===== src/design/flash_seq_pkg.sv =====
// Package with register map, field layout and timing constants.
package flash_seq_pkg;

   // Register addresses on the special function register bus.
   localparam logic [7:0] ADDR_TIMING       = 8'hAB;
   localparam logic [7:0] ADDR_WORD_LOW     = 8'hAC;
   localparam logic [7:0] ADDR_WORD_HIGH    = 8'hAD;
   localparam logic [7:0] ADDR_CMD_STATUS   = 8'hAE;
   localparam logic [7:0] ADDR_DATA_PORT    = 8'hAF;

   // Field positions in the command and status register, and the page field of the high address register.
   localparam int BIT_ERASE      = 0;
   localparam int BIT_WRITE      = 1;
   localparam int BIT_CONT_READ  = 4;
   localparam int BIT_PENDING    = 6;
   localparam int BIT_BUSY       = 7;
   localparam int PAGE_LSB       = 1;
   localparam int PAGE_MSB       = 6;

   // Reset values.
   localparam logic [7:0] RST_TIMING     = 8'h2A;
   localparam logic [7:0] RST_WORD_LOW   = 8'h00;
   localparam logic [7:0] RST_WORD_HIGH  = 8'h00;
   localparam logic [7:0] RST_CMD_SPARE  = 8'h00;
   localparam logic [7:0] RST_DATA_PORT  = 8'h00;

   // Widths.
   localparam int TIMING_W = 6;
   localparam int ADDR_W   = 15;
   localparam int PAGE_W   = 6;
   localparam int TICK_W   = 16;

   // Operation times, in nanoseconds, as the array needs them.
   localparam int WRITE_TIME_NS   = 20000;
   localparam int ERASE_TIME_NS   = 20000000;
   localparam int TIMEOUT_TIME_NS = 40000;

   // The timing value counts clock cycles per tick; at its nominal
   // setting (42 at 32 MHz) one tick lasts 42000/32 ns.
   localparam int NOMINAL_TIMING  = 42;
   localparam int NOMINAL_CLK_MHZ = 32;
   localparam int TICK_NS = NOMINAL_TIMING * 1000 / NOMINAL_CLK_MHZ;

   // Minimum times round up, the timeout (a longest time) rounds down.
   localparam int WRITE_TICKS   = (WRITE_TIME_NS + TICK_NS - 1) / TICK_NS;
   localparam int ERASE_TICKS   = (ERASE_TIME_NS + TICK_NS - 1) / TICK_NS;
   localparam int TIMEOUT_TICKS = TIMEOUT_TIME_NS / TICK_NS;

   // Sequencer states.
   typedef enum logic [1:0] {
      ST_IDLE,
      ST_ERASE,
      ST_FEED,
      ST_PROGRAM
   } seq_state_e;

endpackage


===== src/design/flash_erase_write_sequencer.sv =====
// Flash controller: page erase, word programming, DMA pacing, timeout.
// Notes on behaviour
// - Page erase leaves every bit of the page at one (array erases).
// - Setting the erase bit starts erase of page high address bits 6:1.
// - Erase and write set together: erase first, then the word write.
// - Busy flag bit 7 reads one while any write or erase is active.
// - Fetch from flash is stalled until the operation completes.
// - Write and erase timing derive from the six-bit timing field.
// - Timing field resets to 0x2A, the value for a 32 MHz clock.
// - DMA trigger pulses whenever a word is stored in flash.
// - A word feed stalled beyond 40 us clears write and drops the word.
// - Pending flag bit 6 is high during each word programming.
// - Bit 4 keeps flash read enables on; zero drives them on demand.
// - Write bit 1 and erase bit 0 start operations and read as zero.
// - Data port bytes go to flash programming once write is set.
// - High address bits 6:0 hold the upper word address; bit 7 unused.
// - Four bytes, least significant first, form a word, then program.
// - Writes address flash by word with a 15-bit address.
`timescale 1ns/1ps
module flash_erase_write_sequencer
   import flash_seq_pkg::*;
#(
   parameter int ERASE_CYCLE_TICKS = flash_seq_pkg::ERASE_TICKS
)
(
   input  wire logic                           clock,
   input  wire logic                           srst,
   input  wire logic [7:0]                     sfr_addr,
   input  wire logic                           sfr_wr,
   input  wire logic                           sfr_rd,
   input  wire logic [7:0]                     sfr_wdata,
   output logic      [7:0]                     sfr_rdata,
   input  wire logic                           fetch_from_flash,
   output logic                                fetch_stall,
   input  wire logic                           cpu_read_req,
   output logic                                flash_read_en,
   output logic                                flash_erase_en,
   output logic      [flash_seq_pkg::PAGE_W-1:0] flash_page,
   output logic                                flash_prog_en,
   output logic      [flash_seq_pkg::ADDR_W-1:0] flash_addr,
   output logic      [31:0]                    flash_wdata,
   output logic                                dma_trigger
);
   import flash_seq_pkg::*;

   seq_state_e            state_reg;
   seq_state_e            state_next;
   logic [7:0]            timing_reg;
   logic [7:0]            addr_low_reg;
   logic [7:0]            addr_high_reg;
   logic [7:0]            spare_reg;
   logic [7:0]            data_reg;
   logic                  then_write_reg;
   logic [1:0]            byte_cnt_reg;
   logic [23:0]           low_bytes_reg;
   logic                  busy;
   logic                  pending;
   logic                  wr_cmd;
   logic                  wr_data;
   logic                  cmd_erase;
   logic                  cmd_write;
   logic                  gen_start;
   logic [TICK_W-1:0]     gen_ticks;
   logic                  gen_done;
   logic                  word_full;
   logic [ADDR_W-1:0]     word_addr;

   // Bus decode; only the five mapped addresses respond.
   assign wr_cmd    = sfr_wr && (sfr_addr == ADDR_CMD_STATUS);
   assign wr_data   = sfr_wr && (sfr_addr == ADDR_DATA_PORT);
   assign cmd_erase = wr_cmd && !busy && sfr_wdata[BIT_ERASE];
   assign cmd_write = wr_cmd && !busy && sfr_wdata[BIT_WRITE];

   // Status seen by software and the stall seen by the fetch unit.
   assign busy        = (state_reg != ST_IDLE);
   assign pending     = (state_reg == ST_PROGRAM);
   assign fetch_stall = busy && fetch_from_flash;

   // The fourth byte of a word arrives while bytes are being taken.
   assign word_full = (state_reg == ST_FEED) && wr_data
                      && (byte_cnt_reg == 2'd3);
   assign word_addr = {addr_high_reg[6:0], addr_low_reg};

   // Sequencer: erase first when both commands come together, then
   // alternate between taking bytes and programming words.
   always_comb
   begin
      state_next = state_reg;
      gen_start  = 1'b0;
      gen_ticks  = TICK_W'(TIMEOUT_TICKS);
      case (state_reg)
         ST_IDLE:
         begin
            if (cmd_erase)
            begin
               state_next = ST_ERASE;
               gen_start  = 1'b1;
               gen_ticks  = TICK_W'(ERASE_CYCLE_TICKS);
            end
            else if (cmd_write)
            begin
               state_next = ST_FEED;
               gen_start  = 1'b1;
            end
         end
         ST_ERASE:
         begin
            if (gen_done)
            begin
               state_next = then_write_reg ? ST_FEED : ST_IDLE;
               gen_start  = then_write_reg;
            end
         end
         ST_FEED:
         begin
            if (word_full)
            begin
               state_next = ST_PROGRAM;
               gen_start  = 1'b1;
               gen_ticks  = TICK_W'(WRITE_TICKS);
            end
            else if (gen_done)
            begin
               state_next = ST_IDLE;
            end
         end
         ST_PROGRAM:
         begin
            if (gen_done)
            begin
               state_next = ST_FEED;
               gen_start  = 1'b1;
            end
         end
         default:
         begin
            state_next = ST_IDLE;
         end
      endcase
   end

   // State register.
   always_ff @(posedge clock)
   begin
      if (srst)
         state_reg <= ST_IDLE;
      else
         state_reg <= state_next;
   end

   // Remembers that a write follows the erase started with it.
   always_ff @(posedge clock)
   begin
      if (srst)
         then_write_reg <= 1'b0;
      else if (cmd_erase)
         then_write_reg <= sfr_wdata[BIT_WRITE];
   end

   // Command bits are never stored, so they always read as zero; only
   // the spare and continuous read bits are kept.
   always_ff @(posedge clock)
   begin
      if (srst)
         spare_reg <= RST_CMD_SPARE;
      else if (wr_cmd)
         spare_reg <= {2'b00, sfr_wdata[5:2], 2'b00};
   end

   // Timing register feeding the tick generator.
   always_ff @(posedge clock)
   begin
      if (srst)
         timing_reg <= RST_TIMING;
      else if (sfr_wr && (sfr_addr == ADDR_TIMING))
         timing_reg <= sfr_wdata;
   end

   // Word address; it steps to the next word after each programmed
   // word so a DMA block lands in consecutive words. The hardware step
   // wins over a software write in the same cycle.
   always_ff @(posedge clock)
   begin
      if (srst)
      begin
         addr_low_reg  <= RST_WORD_LOW;
         addr_high_reg <= RST_WORD_HIGH;
      end
      else if (state_reg == ST_PROGRAM && gen_done)
      begin
         {addr_high_reg[6:0], addr_low_reg} <= word_addr
                                               + ADDR_W'(1);
      end
      else if (sfr_wr && (sfr_addr == ADDR_WORD_LOW))
      begin
         addr_low_reg <= sfr_wdata;
      end
      else if (sfr_wr && (sfr_addr == ADDR_WORD_HIGH))
      begin
         addr_high_reg <= sfr_wdata;
      end
   end

   // Data port holds the last byte written, whatever the state.
   always_ff @(posedge clock)
   begin
      if (srst)
         data_reg <= RST_DATA_PORT;
      else if (wr_data)
         data_reg <= sfr_wdata;
   end

   // Byte assembly, first byte least significant. The count restarts
   // on every entry to byte taking, so a timed-out word is dropped.
   always_ff @(posedge clock)
   begin
      if (srst || state_reg != ST_FEED)
         byte_cnt_reg <= 2'd0;
      else if (wr_data)
         byte_cnt_reg <= byte_cnt_reg + 2'd1;
   end

   // Low three bytes wait here until the word is complete.
   always_ff @(posedge clock)
   begin
      if (srst)
         low_bytes_reg <= '0;
      else if (state_reg == ST_FEED && wr_data)
         low_bytes_reg <= {sfr_wdata, low_bytes_reg[23:8]};
   end

   // Word and address to the array are held for the whole programming.
   always_ff @(posedge clock)
   begin
      if (srst)
      begin
         flash_wdata <= '0;
         flash_addr  <= '0;
      end
      else if (word_full)
      begin
         flash_wdata <= {sfr_wdata, low_bytes_reg};
         flash_addr  <= word_addr;
      end
   end

   // Array strobes. Erase drives the array to all ones in the page.
   always_ff @(posedge clock)
   begin
      if (srst)
      begin
         flash_erase_en <= 1'b0;
         flash_prog_en  <= 1'b0;
         flash_page     <= '0;
      end
      else
      begin
         flash_erase_en <= (state_next == ST_ERASE);
         flash_prog_en  <= (state_next == ST_PROGRAM);
         if (cmd_erase)
            flash_page <= addr_high_reg[PAGE_MSB:PAGE_LSB];
      end
   end

   // Read enables: always on in continuous mode, otherwise only for
   // requests while no operation holds the array. Continuous mode
   // trades power for fewer enable toggles.
   always_ff @(posedge clock)
   begin
      if (srst)
         flash_read_en <= 1'b0;
      else
         flash_read_en <= spare_reg[BIT_CONT_READ]
                          || (cpu_read_req && !busy);
   end

   // DMA trigger: once when the write starts and once per stored word.
   always_ff @(posedge clock)
   begin
      if (srst)
         dma_trigger <= 1'b0;
      else
         dma_trigger <= (state_reg != ST_FEED)
                        && (state_next == ST_FEED);
   end

   // Registered read data, one cycle after the read strobe.
   always_ff @(posedge clock)
   begin
      if (srst)
         sfr_rdata <= 8'h00;
      else if (sfr_rd)
      begin
         case (sfr_addr)
            ADDR_TIMING:     sfr_rdata <= timing_reg;
            ADDR_WORD_LOW:   sfr_rdata <= addr_low_reg;
            ADDR_WORD_HIGH:  sfr_rdata <= addr_high_reg;
            ADDR_CMD_STATUS: sfr_rdata <= {busy, pending,
                                           spare_reg[5:0]};
            ADDR_DATA_PORT:  sfr_rdata <= data_reg;
            default:         sfr_rdata <= 8'h00;
         endcase
      end
   end

   // One generator times erase, programming and the feed timeout.
   flash_timing_gen
   #(
      .TICK_W   (TICK_W),
      .TIMING_W (TIMING_W)
   )
   u_timing
   (
      .clock  (clock),
      .srst   (srst),
      .timing (timing_reg[TIMING_W-1:0]),
      .start  (gen_start),
      .ticks  (gen_ticks),
      .done   (gen_done)
   );

endmodule


===== src/design/flash_timing_gen.sv =====
// Tick generator and interval counter paced by the program timing value.
`timescale 1ns/1ps
module flash_timing_gen
#(
   parameter int TICK_W   = 16,
   parameter int TIMING_W = 6
)
(
   input  wire logic                clock,
   input  wire logic                srst,
   input  wire logic [TIMING_W-1:0] timing,
   input  wire logic                start,
   input  wire logic [TICK_W-1:0]   ticks,
   output logic                     done
);

   logic [TIMING_W-1:0] presc_reg;
   logic [TICK_W-1:0]   left_reg;
   logic                run_reg;
   logic                tick;

   // A timing value of zero behaves as one so the interval still ends.
   assign tick = (presc_reg + TIMING_W'(1) >= timing);

   // Prescaler restarts with every interval so each one is full length.
   always_ff @(posedge clock)
   begin
      if (srst || start || tick)
         presc_reg <= '0;
      else
         presc_reg <= presc_reg + TIMING_W'(1);
   end

   // Interval counter; a new start overrides one still running.
   always_ff @(posedge clock)
   begin
      if (srst)
      begin
         left_reg <= '0;
         run_reg  <= 1'b0;
         done     <= 1'b0;
      end
      else if (start)
      begin
         left_reg <= ticks;
         run_reg  <= 1'b1;
         done     <= 1'b0;
      end
      else if (run_reg && tick)
      begin
         left_reg <= left_reg - TICK_W'(1);
         run_reg  <= (left_reg > TICK_W'(1));
         done     <= (left_reg <= TICK_W'(1));
      end
      else
      begin
         done <= 1'b0;
      end
   end

endmodule


===== config.mk =====
export PLATFORM = sky130hd
export DESIGN_NAME = flash_erase_write_sequencer
export DESIGN_NICKNAME = d
export VERILOG_FILES = /design/src/design/flash_seq_pkg.sv /design/src/design/flash_erase_write_sequencer.sv /design/src/design/flash_timing_gen.sv
export SDC_FILE = /design/constraint.sdc
export NUM_CORES = 1
export LEC_CHECK = 0
export ABC_CLOCK_PERIOD_IN_PS = 3400
export BUFFER_PORTS_ARGS = -buffer_cell sky130_fd_sc_hd__buf_2
export CAP_MARGIN = 15
export CORE_MARGIN = 8
export CORE_UTILIZATION = 31
export CTS_CLUSTER_DIAMETER = 50
export DETAILED_ROUTE_END_ITERATION = 12
export PLACE_DENSITY = 0.55
export SKIP_LAST_GASP = 1
export SLEW_MARGIN = 10
export SYNTH_ARGS = -nofsm -noshare
export SYNTH_HDL_FRONTEND = slang
export SYNTH_SLANG_ARGS = --single-unit

===== constraint.sdc =====
create_clock -name clock -period 3.4 [get_ports clock]
set_input_delay 0.68 -clock clock [delete_from_list [all_inputs] [get_ports clock]]
set_output_delay 0.68 -clock clock [all_outputs]
set_load 0.005 [all_outputs]

* Yosys cells after proc, flatten, opt, wreduce, memory -nomap -nowiden
Cells that the tools add are included.
** Word-level totals
- Bits in registers :: 154
- Input port bits :: 22
- Output and inout bits :: 66
- Logic and storage cells :: 101
** Cells by class
- Add/sub/neg operators :: 4
- Order comparisons :: 3
- Equality and inequality tests :: 14
- Multiplexer cells :: 27
- Bitwise logic cells :: 3
- Reductions and logical operators :: 28
** Operators by type and width (count)
- 8-bit equality test, second input constant :: 5
- 8-bit case mux with 5 select lines :: 1
- 16-bit two-way mux :: 2
- 14-bit case mux with 2 select lines :: 1
- 7-bit two-way mux :: 3
- 16-bit by 1-bit greater-than comparator with 1-bit output, second input constant :: 1
- 16-bit by 1-bit <= comparator with 1-bit output, second input constant :: 1
- 8-bit two-way mux :: 2
- 16-bit by 1-bit subtractor with 16-bit output, second input constant :: 1
- 15-bit by 1-bit adder with 15-bit output, second input constant :: 1
- 1-bit logical AND :: 15
- 14-bit two-way mux :: 1
- 2-bit two-way mux :: 7
- 2-bit equality test, second input constant :: 5
- 2-bit case mux with 4 select lines :: 1
- 2-bit nonzero test :: 4
- 1-bit two-way mux :: 7
- 6-bit by 1-bit adder with 6-bit output, second input constant :: 1
- 6-bit >= comparator :: 1
- 2-bit by 1-bit equality test with 1-bit output, second input constant :: 2
- 1-bit logical OR :: 4
- 4-bit two-way mux :: 1
- 2-bit != test, second input constant :: 2
- 1-bit case mux with 4 select lines :: 1
- 7 further kinds :: 9

* Depth between registers and ports, before layout
Gate-level depths: netlist (run 1).
- Word-level depth :: 9
- Depth in mapped cells :: 11
- Depth with buffers taken out :: 9

* By module
Synthesis (run 1) repeated with hierarchy kept, for this count alone.
** Second synthesis, totals
- Cell total of the unflattened synthesis :: 785
- Area, all modules :: 7000.5 µm²
** Modules (own cells, without submodules)
- flash_erase_write_sequencer :: times used 1, cells each 610, area each 5504.0 µm², sequential area each 2602.5 µm²
- flash_timing_gen :: times used 1, cells each 175, area each 1496.4 µm², sequential area each 480.5 µm²

* Worst setup path after synthesis (run 1)
OpenSTA, ideal clock, no wires.
- Path kind :: reg2reg
- Start point :: reg u_timing.presc_reg[0]
- End point :: reg u_timing.left_reg[1]
- Library setup time :: 0.070 ns
- Data arrival time :: 2.304 ns
- Required time :: 3.330 ns
- Path slack :: 1.026 ns
- Cell stages (with the launch flop) :: 11
- Path buffers :: 2
- Period minus slack after synthesis :: 2.374 ns
- Path through :: dfxtp_1 ha_1 xor2_1 ha_1 a21oi_1 o21ai_0 a221oi_2 buf_2 buf_2 o211ai_1 a21oi_1
** On the way
- Cells in the longest elaborated chain, start to end :: 4
** RTL lines
- start, declared :: RTL line flash_timing_gen.sv:17 : logic [TIMING_W-1:0] presc_reg;
- start signal, assigned :: RTL line flash_timing_gen.sv:31 : presc_reg <= presc_reg + TIMING_W'(1);
- 6-bit by 1-bit adder with 6-bit output :: RTL line flash_timing_gen.sv:23 : assign tick = (presc_reg + TIMING_W'(1) >= timing);
- 6-bit >= comparator :: RTL line flash_timing_gen.sv:23
- 1-bit logical AND :: RTL line flash_timing_gen.sv:49 : else if (run_reg && tick)
- 2-bit nonzero test (no source line)
- end signal, assigned :: RTL line flash_timing_gen.sv:45 : left_reg <= ticks;
- end signal, assigned :: RTL line flash_timing_gen.sv:51 : left_reg <= left_reg - TICK_W'(1);
- end, declared :: RTL line flash_timing_gen.sv:18 : logic [TICK_W-1:0] left_reg;
Every way passes these cells.
A chain may end at the register's enable or synchronous reset.

* Final worst setup path (run 1)
- Start point :: reg u_timing.presc_reg[0]
- End point :: reg u_timing.left_reg[12]
The elaborated chain is that of the path after synthesis.

==> flow_metrics.py, run 1 <==
metrics = {
    "placed_design": {
        "io_buffer_count": 87,
        "gp_congestion": 0.830,
        "placed_cells": 1137,
        "hpwl_um": 13600,
        "place_area_sq_um": 7340,
    },
    "grt": {
        "track_usage": 0.148,
        "overflow": 0,
        "grt_pass1_vias": 5608,
        "grt_pass1_wl_um": 31100,
        "grt_max_degree": 49,
        "antenna_found_initial": 1,
    },
    "cts": {
        "cts_root_buf": "clkbuf_16",
        "insertion_delay_ps": 440,
        "htree_levels": 4,
        "postCtsSetupBuffers": 0,
        "numCtsBuffers": 17,
        "cts_tree": "done",
        "clk_pin_slew_worst_paths_ps": 70,
        "cts.sink_count": 154,
        "cts_hold_buf": 0,
        "cts_resized": 0,
        "cts_buffer_depth": 2,
    },
    "floorplan": {
        "die_h_um": 162,
        "start_util": 0.316,
        "rows": 53,
        "die_w_um": 162,
        "ios": 88,
        "core-area_sq_um": 21000,
        "die_area_sq_um": 26400,
    },
    "finish": {
        "final_area_sq_um": 7940,
        "fillers": 2199,
        "multi_input_area_sq_um": 3310,
        "syn2layout_area_growth_pct": 19.3,
        "finalCoreUtilization": 0.378,
        "antennaDiodeCount": 0,
        "seq_area_sq_um": 3080,
        "drive_gt1_frac": 0.171,
        "layoutNonFillerInstCount": 1169,
        "largest_reg_flops": 32,
        "nets": 914,
    },
    "critical_path": {
        "critical_path_class": "flop to flop",
        "cp.depth": 9,
        "worst_setup_path_start_kind": "flop",
        "crit_required_ps": 3760,
        "cp-end-kind": "flop",
        "arrival_ps": 2940,
        "crit_top_cell": "ha_1",
        "r2r_cells": 9,
        "cp_cell_sequence": "ha_1 -> xor2_1 -> ha_1 -> nand2_1 -> o21ai_0 -> a221oi_2 -> buf_4 -> or4_2 -> a31oi_1",
        "r2r_end": "u_timing.left_reg[12]",
        "cp-startpoint": "u_timing.presc_reg[0]",
        "crit_buf_inv": 1,
        "endpoint": "u_timing.left_reg[12]",
        "crit_family": "compound AO/OA/AOI/OAI gates",
        "critPathMaxStageDelay_ps": 550,
        "rr_startpoint": "u_timing.presc_reg[0]",
        "cp_max_fo": 27,
        "cpMaxStageDelayCell": "or4_2",
        "rrSetupSlack_ps": 820,
    },
    "yosys": {
        "syn_inst": 812,
        "syn_nets": 845,
        "synth_cell_types": 63,
        "ys_ff_latch": 154,
        "ys_warn_count": 0,
        "synth_seq_area_share": 0.464,
        "synthXorXnorAreaFrac": 0.00922,
        "synth-edff-count": 0,
        "synth_top_family_by_area": "simple AND/OR/NAND/NOR gates",
        "synth.area.mux_share": 0.0483,
        "synth_ff_type": "dfxtp_1",
        "synthAdderAreaFrac": 0.0207,
        "syn_avg_cell_area_sq_um": 8.19,
        "syn_area_sq_um": 6650,
        "synth_compound_gate_area_share": 0.172,
        "async_flop_share": 0,
        "synthSimpleGateAreaFrac": 0.246,
    },
    "detailed_routing": {
        "ant_nets": 0,
        "wl_per_cell_um": 16.9,
        "wl_met1_um": 9420,
        "drtIter0Drc": 387,
        "wl_met3_um": 1290,
        "drtPass1Iterations": 5,
        "via_count": 5994,
        "dr_wl_met2_um": 8750,
        "drcViolationCount": 0,
        "vias_per_cell": 5.13,
        "top_layer": "met5",
        "detail_route.wirelength_um": 19800,
    },
    "flow_run": {
        "cap_violations": 0,
    },
    "timing": {
        "finalSetupViolations": 0,
        "fin_setup_tns_ps": 0,
        "finalMaxSlewViolations": 0,
        "layout_min_cycle_time_ps": 2580,
        "fmax_mhz": 388,
        "skew_ps": 9.94,
        "rsz0062_at_grt": "false",
        "tightest_slew_ps": 847,
        "hold_viol": 0,
        "slew_headroom": 0.434,
        "min_period_over_period": 0.758,
    },
    "run_status": {
        "run_status": "finished clean",
    },
    "power_and_ir_drop": {
        "cellPowerDensity_nw_per_um2": 489,
        "peakVddDrop_uv": 312,
        "p_leak_nw": 2.97,
    },
    "hold_path": {
        "hp-class": "flop to flop",
    },
}
-- power by group --
part	internal [mW]	leakage, nW	total (mW)	switching, mW
registers	1.81	1.24	1.81	0.00363
logic	0.0328	1.44	0.125	0.0919
clock network	1.12	0.287	1.95	0.828
total	2.96	2.97	3.88	0.924
-- cell usage in the layout, fill, tap and decap left out, types with 4 or more instances in the layout --
cell and instances:
or3_1 4, inv_1 18, clkbuf_16 17, buf_4 13, a211oi_1 6, or4_1 10
nand3_1 20, clkinv_4 4, nand4b_1 4, nor4_1 10, nor3_1 9, a31oi_1 8
nand4_1 5, dfxtp_1 154, ha_1 11, o31ai_1 9, nor2b_1 8, xnor2_1 4
o211ai_1 4, mux2i_1 31, buf_2 86, o21ai_0 16, nand2_1 187, nor2_1 59
and2_1 5, nand2b_1 5, a21oi_1 116
-- synth_stat cells, types with 4 or more instances --
master | count | share of area
and2_1 | 5 | 0.0047
a31oi_1 | 8 | 0.0075
or3_1 | 4 | 0.0038
nand4b_1 | 4 | 0.0053
o31ai_1 | 9 | 0.010
nor3_1 | 10 | 0.0075
nor2_1 | 59 | 0.033
inv_1 | 18 | 0.010
nor4_1 | 11 | 0.010
dfxtp_1 | 154 | 0.46
ha_1 | 11 | 0.021
o211ai_1 | 4 | 0.0045
nand2b_1 | 5 | 0.0047
clkbuf_1 | 34 | 0.019
or4_1 | 10 | 0.011
nor2b_1 | 8 | 0.0075
a21oi_1 | 116 | 0.087
nand4_1 | 5 | 0.0047
mux2i_1 | 31 | 0.047
o21ai_0 | 16 | 0.012
nand2_1 | 187 | 0.11
buf_2 | 12 | 0.0090
nand3_1 | 20 | 0.015
xnor2_1 | 4 | 0.0053
a211oi_1 | 6 | 0.0068
-- final cells by class --
type / count / area share
inverters: 18 / 0.00851
well taps: 275 / 0.0433
multi-input cells: 591 / 0.417
flip-flops and latches: 154 / 0.388
clock buffers: 18 / 0.0553
clock inverters: 14 / 0.0205
repair buffers: 99 / 0.0665
-- through the flow --
step | power, mW | setup WS (ps) | hold WS (ps)
final | 3.88 | 821 | 446
after global routing | 4.02 | 640 | 464
after CTS | 3.93 | 815 | 450
after detailed placement | 1.98 | 724 | 442
after global placement | 1.98 | 838 | 436
after floorplan | 1.92 | 1030 | 433
-- metal layers --
layer,vias to the layer above,global-route usage
met5,-,0
met4,2,0.0535
met3,26,0.0470
met2,180,0.219
met1,2796,0.199
li1,2990,-
-- cells by family after synthesis --
kind of cell / Yosys count
and+or+nand+nor: 350
AOI/OAI and AO/OA: 191
DFF: 154
buffers and inverters: 67
muxes: 32
adders and majority gates: 11
xor gates and xnor gates: 7
-- how the worst min path moves through the flow --
stage	to	slack, ps	start	cells past startpoint
after CTS	flash_wdata[0]	450	flash_wdata[0]	2
after detailed placement	flash_wdata[0]	440	flash_wdata[0]	2
after floorplan	u_timing.presc_reg[0]	430	u_timing.presc_reg[0]	1
after global routing	flash_addr[9]	460	flash_addr[9]	2
final	flash_addr[4]	450	flash_addr[4]	2
after global placement	sfr_rdata[6]	440	sfr_rdata[6]	2
-- worst register-to-register path: stages (launching register included) --
cell and delay, ps:
dfxtp_1 340, ha_1 230, xor2_1 180, ha_1 290, nand2_1 50, o21ai_0 370, a221oi_2 100, buf_4 240
or4_2 560, a31oi_1 160
Note: power is estimated with default switching activity, not from simulation.
==> inputs of run 2 (changes only) <==
Settings changed: ABC_CLOCK_PERIOD_IN_PS 3400 to 2700.
Clock period 3.4 ns to 2.7 ns, I/O delays scaled along.
==> flow_metrics.py, run 2 (same netlist as run 1, synthesis figures left out) <==
metrics = {
    "run_status": {
        "run_status": "finished clean",
    },
    "floorplan": {
        "rows": 53,
        "core-area_sq_um": 21000,
        "ios": 88,
        "start_util": 0.316,
        "die_h_um": 162,
        "die_w_um": 162,
        "die_area_sq_um": 26400,
    },
    "critical_path": {
        "rr_startpoint": "u_timing.presc_reg[0]",
        "r2r_end": "u_timing.left_reg[12]",
        "cp-startpoint": "u_timing.presc_reg[0]",
        "rrSetupSlack_ps": 130,
        "crit_required_ps": 3050,
        "endpoint": "u_timing.left_reg[12]",
        "cp_max_fo": 27,
        "critPathMaxStageDelay_ps": 530,
        "r2r_cells": 9,
        "cp_cell_sequence": "ha_1 -> xor2_1 -> ha_1 -> nand2_1 -> o21ai_0 -> a221oi_2 -> buf_12 -> or4_2 -> a31oi_1",
        "worst_setup_path_start_kind": "flop",
        "cp-end-kind": "flop",
        "critical_path_class": "flop to flop",
        "crit_top_cell": "ha_1",
        "cpMaxStageDelayCell": "or4_2",
        "arrival_ps": 2920,
    },
    "finish": {
        "antennaDiodeCount": 0,
        "largest_reg_flops": 32,
        "seq_area_sq_um": 3080,
        "multi_input_area_sq_um": 3310,
        "nets": 929,
        "layout_common_cells": "nand2_1, dfxtp_1, a21oi_1",
        "syn2layout_area_growth_pct": 22.0,
        "drive_gt1_frac": 0.182,
        "fillers": 2161,
        "layout_commonest_cell": "nand2_1",
        "finalCoreUtilization": 0.386,
    },
    "timing": {
        "fin_setup_tns_ps": 0,
        "min_period_over_period": 0.950,
        "layout_min_cycle_time_ps": 2570,
        "whs_ps": 341,
        "tightest_slew_ps": 644,
        "hold_viol": 0,
        "finalMaxSlewViolations": 0,
        "slew_headroom": 0.567,
        "fmax_mhz": 390,
        "finalSetupViolations": 0,
        "rsz0062_at_grt": "false",
        "skew_ps": 9.73,
    },
    "placed_design": {
        "hpwl_um": 13900,
        "io_buffer_count": 87,
        "gp_congestion": 0.863,
    },
    "detailed_routing": {
        "drcViolationCount": 0,
        "ant_nets": 0,
        "vias_per_cell": 5.07,
        "drtPass1Iterations": 5,
        "wl_per_cell_um": 17.0,
        "detail_route.wirelength_um": 20000,
        "drtIter0Drc": 437,
        "via_count": 5991,
    },
    "power_and_ir_drop": {
        "cellPowerDensity_nw_per_um2": 633,
        "clock_power_share": 0.525,
        "switchingPower_mw": 1.09,
        "finalPower_mw": 5.14,
        "intPower_mw": 4.05,
        "peakVddDrop_uv": 453,
        "p_comb_frac": 0.031,
        "p_leak_nw": 3.07,
        "swShare": 0.212,
        "seqPwrFrac": 0.444,
    },
    "cts": {
        "htree_levels": 4,
        "cts_hold_buf": 0,
        "numCtsBuffers": 17,
        "clk_pin_slew_worst_paths_ps": 60,
        "postCtsSetupBuffers": 0,
        "cts_buffer_depth": 2,
        "cts_resized": 0,
        "cts_tree": "done",
        "cts.sink_count": 154,
        "insertion_delay_ps": 420,
        "cts_root_buf": "clkbuf_16",
    },
    "grt": {
        "overflow": 0,
        "antenna_found_initial": 0,
        "grt_pass1_wl_um": 31800,
        "grt_max_degree": 50,
        "grt_pass1_vias": 5616,
        "track_usage": 0.151,
    },
    "flow_run": {
        "cap_violations": 0,
    },
    "hold_path": {
        "hp-class": "input pin to flop",
    },
}
## run 2: cell type report
cell class / instances / share of cell area
Inverter: 18 / 0.00833
Sequential cell: 154 / 0.380
Clock inverter: 12 / 0.0275
Timing Repair Buffer: 114 / 0.0805
Tap cell: 275 / 0.0424
Multi-Input combinational cell: 591 / 0.408
Clock buffer: 18 / 0.0529
## run 2: through the flow
stage | instances | cell area [sq um] | worst slack, ps
after floorplan | 812 | 6650 | 326
after global placement | 1152 | 7460 | 241
after detailed placement | 1152 | 7460 | 156
after CTS | 1182 | 8110 | 164
after global routing | 1182 | 8110 | 8.23
final | 1182 | 8110 | 134
## run 2: per-layer routing
metal,GRT usage,part of all wire
met1,0.208,0.48
met2,0.228,0.44
met3,0.0397,0.066
met4,0.0421,0.015
met5,0,0
## run 2: worst min-delay path by stage
stage                            end  slack [ps]                   from  depth (start not counted)
2_1_floorplan  u_timing.presc_reg[0]         430  u_timing.presc_reg[0]                          1
3_3_place_gp            sfr_rdata[6]         430           sfr_rdata[6]                          2
3_5_place_dp         flash_wdata[22]         440        flash_wdata[22]                          2
4_1_cts              byte_cnt_reg[0]         330                   srst                          2
5_1_grt              byte_cnt_reg[0]         320                   srst                          2
6_report             byte_cnt_reg[0]         340                   srst                          2
## run 2: power by group through the flow
stage                     clock network, mW  logic (mW)  registers, mW
final                                  2.69       0.160           2.28
after global routing                   2.84       0.173           2.28
after CTS                              2.74       0.159           2.28
after detailed placement                  0       0.158           2.33
after global placement                    0       0.158           2.33
after floorplan                           0      0.0886           2.33
## run 2: worst max-delay path, delay by kind of cell, from the launching register on
kind | cells | cell delay (ps)
AOI/OAI and AO/OA | 3 | 670
xor gates and xnor gates | 1 | 180
adders and majority gates | 2 | 530
buffers and inverters | 1 | 190
DFF | 1 | 340
and+or+nand+nor | 2 | 580
